$ cat config.mk
export PLATFORM = sky130hd
export DESIGN_NAME = rsr_status_bank
export DESIGN_NICKNAME = d
export VERILOG_FILES = /design/src/rsr_pkg.sv /design/src/rsr_status_bank.sv
export SDC_FILE = /design/constraint.sdc
export NUM_CORES = 1
export LEC_CHECK = 0
export CAP_MARGIN = 15
export CORE_MARGIN = 4
export CORE_UTILIZATION = 29
export CTS_CLUSTER_SIZE = 8
export DETAILED_ROUTE_END_ITERATION = 16
export DONT_BUFFER_PORTS = 1
export GPL_ROUTABILITY_DRIVEN = 1
export SETUP_SLACK_MARGIN = 0.02
export SLEW_MARGIN = 10
export SYNTH_ARGS = -nofsm -noshare
export SYNTH_HDL_FRONTEND = slang
export SYNTH_SLANG_ARGS = --single-unit
$ cat constraint.sdc
create_clock -name SYS_CLK_I -period 1.7 [get_ports SYS_CLK_I]
set_clock_uncertainty 0.05 [all_clocks]
set_input_delay 0.085 -clock SYS_CLK_I [delete_from_list [all_inputs] [get_ports SYS_CLK_I]]
set_output_delay 0.085 -clock SYS_CLK_I [all_outputs]
set_load 0.01 [all_outputs]
$ cat src/rsr_pkg.sv
// Package: register map, state codes and status carrier of the status bank
package rsr_pkg;

  // ==========================================================
  // Register addresses
  localparam logic [5:0] RSR_ADDR_LINK_QUALITY  = 6'h33;
  localparam logic [5:0] RSR_ADDR_SIGNAL        = 6'h34;
  localparam logic [5:0] RSR_ADDR_RADIO_STATE   = 6'h35;
  localparam logic [5:0] RSR_ADDR_WAKE_HIGH     = 6'h36;
  localparam logic [5:0] RSR_ADDR_WAKE_LOW      = 6'h37;
  localparam logic [5:0] RSR_ADDR_PACKET        = 6'h38;
  localparam logic [5:0] RSR_ADDR_SYNTH_CAL     = 6'h39;
  localparam logic [5:0] RSR_ADDR_TX_QUEUE      = 6'h3A;
  localparam logic [5:0] RSR_ADDR_RX_QUEUE      = 6'h3B;

  // ==========================================================
  // Header byte fields
  localparam int RSR_HDR_READ_BIT  = 7;
  localparam int RSR_HDR_BURST_BIT = 6;
  localparam logic [2:0] RSR_LAST_BIT = 3'h7;
  localparam logic [7:0] RSR_ZERO_BYTE = 8'h00;
  localparam logic [2:0] RSR_RESERVED_STATE_BITS = 3'h0;

  // ==========================================================
  // Radio control state codes
  typedef enum logic [4:0] {
    RSR_ST_SLEEP        = 5'h00,
    RSR_ST_IDLE         = 5'h01,
    RSR_ST_CRYSTAL_OFF  = 5'h02,
    RSR_ST_MANUAL_CALIBRATION_STATE_VCO   = 5'h03,
    RSR_ST_MANUAL_CALIBRATION_STATE_REG   = 5'h04,
    RSR_ST_MANUAL_CALIBRATION_STATE       = 5'h05,
    RSR_ST_WAKE_VCO     = 5'h06,
    RSR_ST_WAKE_REG     = 5'h07,
    RSR_ST_CAL_START    = 5'h08,
    RSR_ST_SETTLE_BOOST = 5'h09,
    RSR_ST_SETTLE_LOCK  = 5'h0A,
    RSR_ST_SETTLE_ADC   = 5'h0B,
    RSR_ST_CAL_END      = 5'h0C,
    RSR_ST_RX           = 5'h0D,
    RSR_ST_RX_END       = 5'h0E,
    RSR_ST_RX_RESTART   = 5'h0F,
    RSR_ST_TX_TO_RX     = 5'h10,
    RSR_ST_RX_OVERFLOW  = 5'h11,
    RSR_ST_SYNTH_TX     = 5'h12,
    RSR_ST_TX           = 5'h13,
    RSR_ST_TX_END       = 5'h14,
    RSR_ST_RX_TO_TX     = 5'h15,
    RSR_ST_TX_UNDERFLOW = 5'h16
  } rsr_radio_state_t;

  // ==========================================================
  // Status carrier from the radio core
  typedef struct packed {
    logic [6:0]       link_quality_estimate;
    logic             lqi_valid;
    logic             crc_done;
    logic             crc_match;
    logic             rx_entry;
    logic [7:0]       signal_strength;
    rsr_radio_state_t radio_control_state;
    logic [15:0]      wake_time;
    logic             carrier_sense;
    logic             preamble_quality_flag;
    logic             channel_clear_flag;
    logic             sync_found_flag;
    logic             gp_output_two;
    logic             gp_output_one;
    logic             gp_output_zero;
    logic [7:0]       synth_tuning_setting;
    logic             tx_queue_underflow;
    logic [6:0]       tx_queue_level;
    logic             rx_queue_overflow;
    logic [6:0]       rx_queue_level;
  } rsr_status_t;

  // ==========================================================
  // Module state
  typedef struct packed {
    logic [1:0] sclk_sync;
    logic       sclk_prev;
    logic [1:0] csn_sync;
    logic [1:0] mosi_sync;
    logic [2:0] bit_cnt;
    logic       hdr_done;
    logic [7:0] sh_in;
    logic [7:0] hdr;
    logic [7:0] sh_out;
    logic       miso;
    logic       crc_ok;
    logic [6:0] link_quality_status;
  } rsr_state_t;

  localparam rsr_state_t RSR_STATE_RST = '{csn_sync: 2'b11, default: '0};

endpackage : rsr_pkg

$ cat src/rsr_status_bank.sv
// Read-only radio status register bank behind a serial port
`timescale 1ns/1ps

// Behaviour
// - Packet-check-ok bit 7 set on match; cleared on a mismatch or when receive entered or restarted.
// - Bits 6:0 carry latched link quality estimate over 64 symbols after sync.
// - Signal strength register is the full 8-bit live strength value.
// - Radio state register holds 5-bit state code; bits 7:5 read zero.
// - Wake timer bits 15:8 in high register, bits 7:0 in low register.
// - Packet status bits 6..3: carrier, preamble quality, clear channel, sync.
// - Packet status bits 2..0 show live levels of outputs two, one, zero.
// - Transmit status: underflow in bit 7, byte count in bits 6:0.
// - Receive status: overflow in bit 7, byte count in bits 6:0.
// - Synthesizer calibration tuning value readable as 8-bit test status.
module rsr_status_bank (
  // Clock and reset
  input  wire logic                SYS_CLK_I,
  input  wire logic                RST_N_I,
  // Serial port pins
  input  wire logic                SPI_CS_N_I,
  input  wire logic                SPI_SCLK_I,
  input  wire logic                SPI_MOSI_I,
  output logic                     SPI_MISO_O,
  output logic                     SPI_MISO_OE_O,
  // Status from the radio core
  input  wire rsr_pkg::rsr_status_t RADIO_STATUS_I
);
  import rsr_pkg::*;

  rsr_state_t st;
  rsr_state_t next_st;

  // ==========================================================
  // Register read decode
  function automatic logic [7:0] rsr_read(
    input logic [5:0]  addr,
    input rsr_status_t s,
    input logic        crc_ok,
    input logic [6:0]  link_quality_status
  );
    logic [7:0] v;
    v = RSR_ZERO_BYTE;
    case (addr)
      RSR_ADDR_LINK_QUALITY: begin
        v = {crc_ok, link_quality_status};
      end
      RSR_ADDR_SIGNAL: begin
        v = s.signal_strength;
      end
      RSR_ADDR_RADIO_STATE: begin
        v = {RSR_RESERVED_STATE_BITS, s.radio_control_state};
      end
      RSR_ADDR_WAKE_HIGH: begin
        v = s.wake_time[15:8];
      end
      RSR_ADDR_WAKE_LOW: begin
        v = s.wake_time[7:0];
      end
      RSR_ADDR_PACKET: begin
        v = {crc_ok, s.carrier_sense, s.preamble_quality_flag,
             s.channel_clear_flag, s.sync_found_flag,
             s.gp_output_two, s.gp_output_one, s.gp_output_zero};
      end
      RSR_ADDR_SYNTH_CAL: begin
        v = s.synth_tuning_setting;
      end
      RSR_ADDR_TX_QUEUE: begin
        v = {s.tx_queue_underflow, s.tx_queue_level};
      end
      RSR_ADDR_RX_QUEUE: begin
        v = {s.rx_queue_overflow, s.rx_queue_level};
      end
      default: begin
        v = RSR_ZERO_BYTE;
      end
    endcase
    return v;
  endfunction : rsr_read

  // ==========================================================
  // Next state
  logic       sclk_rise;
  logic       sclk_fall;
  logic       selected;
  logic [7:0] byte_in;
  logic [7:0] hdr_now;
  logic       is_read;
  logic [7:0] chk_state_byte;
  logic [7:0] chk_packet_byte;

  assign chk_state_byte  = rsr_read(RSR_ADDR_RADIO_STATE, RADIO_STATUS_I,
                                    st.crc_ok, st.link_quality_status);
  assign chk_packet_byte = rsr_read(RSR_ADDR_PACKET, RADIO_STATUS_I,
                                    st.crc_ok, st.link_quality_status);

  assign sclk_rise = st.sclk_sync[1] & ~st.sclk_prev;
  assign sclk_fall = ~st.sclk_sync[1] & st.sclk_prev;
  assign selected  = ~st.csn_sync[1];
  assign byte_in   = {st.sh_in[6:0], st.mosi_sync[1]};
  assign hdr_now   = st.hdr_done ? st.hdr : byte_in;
  assign is_read   = hdr_now[RSR_HDR_READ_BIT] & hdr_now[RSR_HDR_BURST_BIT];

  always_comb begin
    next_st = st;
    next_st.sclk_sync = {st.sclk_sync[0], SPI_SCLK_I};
    next_st.csn_sync  = {st.csn_sync[0], SPI_CS_N_I};
    next_st.mosi_sync = {st.mosi_sync[0], SPI_MOSI_I};
    next_st.sclk_prev = st.sclk_sync[1];
    // Packet check flag: a match wins over a receive entry
    if (RADIO_STATUS_I.crc_done && RADIO_STATUS_I.crc_match) begin
      next_st.crc_ok = 1'b1;
    end else if (RADIO_STATUS_I.crc_done || RADIO_STATUS_I.rx_entry) begin
      next_st.crc_ok = 1'b0;
    end
    if (RADIO_STATUS_I.lqi_valid) begin
      next_st.link_quality_status = RADIO_STATUS_I.link_quality_estimate;
    end
    // Serial transfer; write data only shifts in and is dropped
    if (!selected) begin
      next_st.bit_cnt  = '0;
      next_st.hdr_done = 1'b0;
      next_st.sh_out   = RSR_ZERO_BYTE;
      next_st.miso     = 1'b0;
    end else begin
      if (sclk_rise) begin
        next_st.sh_in   = byte_in;
        next_st.bit_cnt = st.bit_cnt + 3'h1;
        if (st.bit_cnt == RSR_LAST_BIT) begin
          next_st.hdr_done = 1'b1;
          next_st.hdr      = hdr_now;
          next_st.sh_out   = is_read ?
            rsr_read(hdr_now[5:0], RADIO_STATUS_I, st.crc_ok, st.link_quality_status) :
            RSR_ZERO_BYTE;
        end
      end else if (sclk_fall) begin
        next_st.miso   = st.sh_out[7];
        next_st.sh_out = {st.sh_out[6:0], 1'b0};
      end
    end
  end

  always_ff @(posedge SYS_CLK_I) begin
    if (!RST_N_I) begin
      st <= RSR_STATE_RST;
    end else begin
      st <= next_st;
    end
  end

  assign SPI_MISO_O    = st.miso;
  assign SPI_MISO_OE_O = selected;
endmodule : rsr_status_bank

==> results.sh, run 1 <==
export IMPL_status="complete, but fails checks"
export IMPL_violations="setup timing"
export IMPL_fin_ws_ps=-147
export IMPL_synth_cell_types=57
export IMPL_p_total_uw=1980
export IMPL_fin_area_um2=3590
export IMPL_final_antenna_net_count=0
export IMPL_grt_busiest_layer="met2"
export IMPL_grtUsageMet2_pct=24.1
export IMPL_min_delay_path_depth=2
export IMPL_synthFlopType="dfxtp_1"
export IMPL_synth_edf_count=0
export IMPL_seq_area_frac_synth_pct=33.5
export IMPL_cts_sinks=43
export IMPL_path_max_fanout=6
export IMPL_crit_path_end_kind="flop"
export IMPL_dr_pass1_iters=5
export IMPL_fin_crit_ps=1850
export IMPL_synthCells=279
export IMPL_stdcell_count=458
export IMPL_vdd_drop_max_uv=429
export IMPL_clock_latency_ps=300
export IMPL_wl_per_cell_um=18.2
export IMPL_place_gp_congestion=0.946
export IMPL_tns_ps=-647
export IMPL_place_area_um2=2960
export IMPL_drive_gt1_share_pct=33.5
export IMPL_ys_ff_latch=43
export IMPL_r2r_cells=6
export IMPL_grt_pass1_wl_um=12700
export IMPL_async_reset_ff_share_pct=0
export IMPL_rsz0062_at_grt="yes"
export IMPL_hold_ws_ps=47.8
export IMPL_chipWidth_um=102
export IMPL_hold_violations=0
export IMPL_core_region_area_um2=8680
export IMPL_synth_fp_nets=357
export IMPL_slew_violations=0
export IMPL_hpwl_um=6140
export IMPL_maxCapViolCount=0
export IMPL_ys_top_cells_by_count="dfxtp_1 (43), mux2i_1 (28), nor2b_1 (23)"
export IMPL_vias_per_cell=5.35
export IMPL_required_ps=1830
export IMPL_initial_core_util_pct=29.6
export IMPL_hold_class="input pin to flop"
export IMPL_syn_cell_area_um2=2570
export IMPL_powerDensity_nw_per_um2=552
export IMPL_fmax_ghz=0.542
export IMPL_arrival_ps=1970
export IMPL_tightestPinTransition_ps=964
export IMPL_worst_setup_path_type="flop to flop"
export IMPL_die_area_um2=10400
export IMPL_htreeDepth=2
export IMPL_grt_antenna_before_repair=1
export IMPL_drc=0
export IMPL_fin_nets=426
export IMPL_drt_iter0_markers=129
export IMPL_portBuffers=0
export IMPL_grt_pass1_vias=2339
export IMPL_place_inst=412
export IMPL_rows=34
export IMPL_grt_max_degree=31
export IMPL_ys_top_cells_by_area="dfxtp_1 (33%), mux2i_1 (11%), nor2b_1 (5.6%)"
export IMPL_yosysMostFrequentCell="dfxtp_1"
export IMPL_totalWireLength_um=8320
export IMPL_grt_usage_pct=15.6
export IMPL_grt_util_met3_pct=3.48
export IMPL_vias=2452
export IMPL_relSlewSlack_pct=35.5
export IMPL_leakagePower_uw=0.00145
export IMPL_overflow=0
export IMPL_start_kind="flop"
export IMPL_clockRootBuffer="clkbuf_8"
export IMPL_area_growth_pct=39.7
export IMPL_cts_made_buffers=5
export IMPL_syn_area_per_cell_um2=9.22
export IMPL_ios=78
export IMPL_setup_viol=8
export IMPL_period_share_pct=109
export IMPL_cts_tree="done"
export IMPL_die_h_um=102
export IMPL_yosys_area_top_type="dfxtp_1"
export IMPL_yosys_warnings=0
export IMPL_path_clk_slew_ps=80
export IMPL_yosysTopAreaCellShare_pct=33.5
export IMPL_cts_path_max_buffers=2
export IMPL_grtUsageMet1_pct=21.3
==> cells by family after synthesis <==
group,count (synthesis),synth area share (%)
and+or+nand+nor,100,24.2
AOI/OAI and AO/OA,78,22.8
DFF,43,33.5
muxes,35,14.1
buffers and inverters,20,4.18
adders and majority gates,2,0.973
xor gates and xnor gates,1,0.341
==> layout by cell type, fill, tap and decap left out, types with 7 or more instances in the layout <==
cell,instances
a31oi_1,8
buf_4,50
nor2_1,12
dfxtp_1,38
a22oi_1,7
dlygate4sd3_1,21
mux2i_1,27
o21ai_0,12
nand2_1,11
nor2b_1,23
and2_1,8
o211ai_1,7
==> path summary, 6_finish.rpt <==
kind / startpoint / endpoint / slack [ps]
setup / recovery: st[33] / st[13] / -150
hold / removal: RADIO_STATUS_I[43] / st[13] / 50
setup reg to reg: st[33] / st[13] / -150
hold reg to reg: next_st[40] / st[40] / 360
==> sequential cells by signal (all words and copies together), names as in the netlist <==
signal	cells
SPI_MISO_O	1
byte_in	8
chk_packet_byte	1
next_st	4
st	29
==> where the power goes <==
group,switching (uW),total (uW),internal [uW]
combinational,59.2,156,96.7
clock,350,790,440
sequential,13.7,1040,1020
total,423,1980,1560
==> worst max-delay path, cell delays in order, from the launching register on <==
cell and delay, ps:
dfxtp_4 400, buf_12 130, mux2_4 330, mux2_4 300, a32o_1 200, o211ai_1 190
o311ai_1 120
==> layout make-up <==
| type | count | area, um^2 |
|---|---|---|
| Fill cell | 898 | 5080 |
| Clock inverter | 1 | 30.0 |
| Inverter | 1 | 3.75 |
| Sequential cell | 43 | 870 |
| Clock buffer | 7 | 76.3 |
| Multi-Input combinational cell | 216 | 1750 |
| Timing Repair Buffer | 81 | 723 |
| Tap cell | 108 | 135 |
| Antenna cell | 1 | 2.50 |
==> metrics by stage <==
stage / utilization, % / worst slack, ps
after global placement: 34.1 / -95.8
after detailed placement: 34.1 / -119
after floorplan: - / -27.2
after CTS: 39.8 / -113
after global routing: 41.4 / -223
final: 41.4 / -147
==> timing repair <==
action                     4_1_cts  5_1_grt
hold endpoints to repair        31        0
pin swaps                        7       12
resized for setup               21       24
hold buffers                    21        0
setup endpoints to repair        8        8
gates cloned                     2        1
setup buffers                    9        5
==> routing by layer <==
metal | up-vias | wire [um]
li1 | 1182 | -
met1 | 1160 | 3670
met2 | 96 | 3940
met3 | 14 | 544
met4 | 0 | 164
met5 | - | 0
(Power assumes the default switching activity.)
==> run 2, diff against run 1 <==
--- a/config.mk
+++ b/config.mk
@@ -12,6 +12,7 @@
 export DETAILED_ROUTE_END_ITERATION = 16
 export DONT_BUFFER_PORTS = 1
 export GPL_ROUTABILITY_DRIVEN = 1
+export RECOVER_POWER = 100
 export SETUP_SLACK_MARGIN = 0.02
 export SLEW_MARGIN = 10
 export SYNTH_ARGS = -nofsm -noshare
==> constraint.sdc (replaced) <==
create_clock -name SYS_CLK_I -period 1.5 [get_ports SYS_CLK_I]
set_clock_uncertainty 0.05 [all_clocks]
set_input_delay 0.075 -clock SYS_CLK_I [delete_from_list [all_inputs] [get_ports SYS_CLK_I]]
set_output_delay 0.075 -clock SYS_CLK_I [all_outputs]
set_load 0.01 [all_outputs]
==> run 2 against run 1 <==
Net effect: the flow still finishes with violations (setup timing); die area stayed put; wire length is 0.65% higher; final cell count stayed put; sequential power is 13% higher; fmax is 1.8% higher; count of clock-buffer cells in the layout is 1 lower; clock power is 5.8% lower; worst hold slack worse by 36 ps; sequential share of layout area is 0.40 points lower; utilization is 0.88 points higher; critical path type unchanged.
==> results.sh, run 2 (synthesis gave the netlist of run 1 again) <==
export IMPL_maxCapViolCount=0
export IMPL_grt_pass1_wl_um=12500
export IMPL_cts_sinks=43
export IMPL_regMostFlops="st"
export IMPL_path_common_cell="mux2_4"
export IMPL_drive_gt1_share_pct=36.0
export IMPL_place_gp_congestion=0.877
export IMPL_grt_max_degree=31
export IMPL_p_comb_share_pct=8.6
export IMPL_clkPwrFrac_pct=35.5
export IMPL_htreeDepth=2
export IMPL_worst_setup_path_type="flop to flop"
export IMPL_fin_ws_ps=-314
export IMPL_initial_core_util_pct=29.6
export IMPL_final_cell_mix="buf_4 (48), dfxtp_1 (35), mux2i_1 (26)"
export IMPL_clock_latency_ps=300
export IMPL_swShare_pct=23.9
export IMPL_core_region_area_um2=8680
export IMPL_rsz0062_at_grt="yes"
export IMPL_vdd_drop_max_uv=376
export IMPL_cts_tree="done"
export IMPL_wl_per_cell_um=18.3
export IMPL_fmax_ghz=0.551
export IMPL_largest_register_ffs=29
export IMPL_cts_made_buffers=5
export IMPL_violations="setup timing"
export IMPL_fin_nets=427
export IMPL_multi_input_comb_area_um2=1840
export IMPL_clockRootBuffer="clkbuf_8"
export IMPL_layout_cells_most_common="buf_4"
export IMPL_fillers=854
export IMPL_diodes=0
export IMPL_totalWireLength_um=8370
export IMPL_utilization_pct=42.3
export IMPL_max_stage_delay_ps=410
export IMPL_crit_chain="mux2_4, mux2_4, a32o_1, o211ai_1, o311ai_1"
export IMPL_path_clk_slew_ps=90
export IMPL_hold_class="input pin to flop"
export IMPL_grt_usage_pct=15.5
export IMPL_ios=78
export IMPL_drt_iter0_markers=162
export IMPL_p_sw_uw=501
export IMPL_ff_latch_area_um2=873
export IMPL_hold_violations=0
export IMPL_seq_power_share_pct=55.9
export IMPL_start_kind="flop"
export IMPL_leakagePower_uw=0.00146
export IMPL_vias=2447
export IMPL_hpwl_um=6040
export IMPL_fin_crit_ps=1810
export IMPL_crit_slowest_cell="dfxtp_4"
export IMPL_die_area_um2=10400
export IMPL_status="complete, but fails checks"
export IMPL_dr_pass1_iters=6
export IMPL_slew_violations=0
export IMPL_cts_path_max_buffers=2
export IMPL_period_share_pct=121
export IMPL_required_ps=1630
export IMPL_drc=0
export IMPL_grt_antenna_before_repair=0
export IMPL_place_area_um2=3010
export IMPL_tightestPinTransition_ps=868
export IMPL_crit_path_end_kind="flop"
export IMPL_fin_area_um2=3670
export IMPL_overflow=0
export IMPL_portBuffers=0
export IMPL_grt_pass1_vias=2319
export IMPL_die_h_um=102
export IMPL_final_antenna_net_count=0
export IMPL_chipWidth_um=102
export IMPL_p_int_uw=1600
export IMPL_rows=34
export IMPL_area_growth_pct=42.7
export IMPL_relSlewSlack_pct=42.0
export IMPL_path_max_fanout=6
export IMPL_setup_viol=9
export IMPL_vias_per_cell=5.34
export IMPL_powerDensity_nw_per_um2=572
export IMPL_arrival_ps=1940
-- run 2: cell count changes in the layout (fill, tap and decap cells not counted), moves of 3 or more --
| cell | change |
|---|---|
| dfxtp_1 | -3 |
| and2_1 | -3 |
| dfxtp_2 | +3 |
| nor3b_4 | +3 |
-- run 2: final cells by class --
class	instances	share of cell area (%)
inverter	1	0.102
sequential	43	23.8
timing repair buffer	82	19.8
multi-input combinational	216	50.3
clock buffer	6	1.98
clock inverter	2	0.341
tap	108	3.68
-- run 2: power by group through the flow --
stage	logic, uW	clock network (uW)	registers [uW]
2_1_floorplan	97.4	0	1190
5_1_grt	195	821	1180
3_5_place_dp	112	0	1200
6_report	180	744	1170
3_3_place_gp	110	0	1200
4_1_cts	176	766	1170
-- run 2: what timing repair did --
action / in CTS / in global routing
hold buffers: 21 / 0
hold endpoints to repair: 31 / 0
pin swaps: 21 / 11
gates resized for setup: 35 / 27
buffers inserted: 13 / 4
setup endpoints to repair: 14 / 15
-- run 2: routing by layer --
| layer | track usage [%] | vias to the layer above | share of wire (%) |
|---|---|---|---|
| met1 | 21.0 | 1183 | 44 |
| met5 | 0 | - | 0 |
| met3 | 3.41 | 8 | 5.6 |
| li1 | - | 1183 | - |
| met2 | 25.3 | 73 | 50 |
| met4 | 3.33 | 0 | 0.85 |
-- run 2: per-stage QoR --
step | std cells | setup WS, ps | power, uW | hold WS (ps) | TNS, ps
global route | 458 | -369 | 2190 | 23.1 | -3150
CTS | 454 | -318 | 2110 | 9.31 | -2220
finish | 458 | -314 | 2100 | 11.5 | -2210
detailed placement | 413 | -409 | 1310 | 110 | -4490
floorplan | 279 | -221 | 1290 | 126 | -912
global placement | 413 | -388 | 1310 | 110 | -4130
-- run 2: critical path, delay by kind of cell (launching register included) --
kind	cells	cell delay [ps]
multiplexers	2	650
flip-flops	1	410
AO/OA/AOI/OAI	3	580
-- run 2: worst paths after layout --
path	from	to	slack, ps	cells after the start
worst max-delay path	st[33]	st[11]	-310	5
worst min-delay path	RADIO_STATUS_I[41]	st[11]	10	2
worst max register to register	st[33]	st[11]	-310	5
worst min register to register	next_st[40]	st[40]	370	1
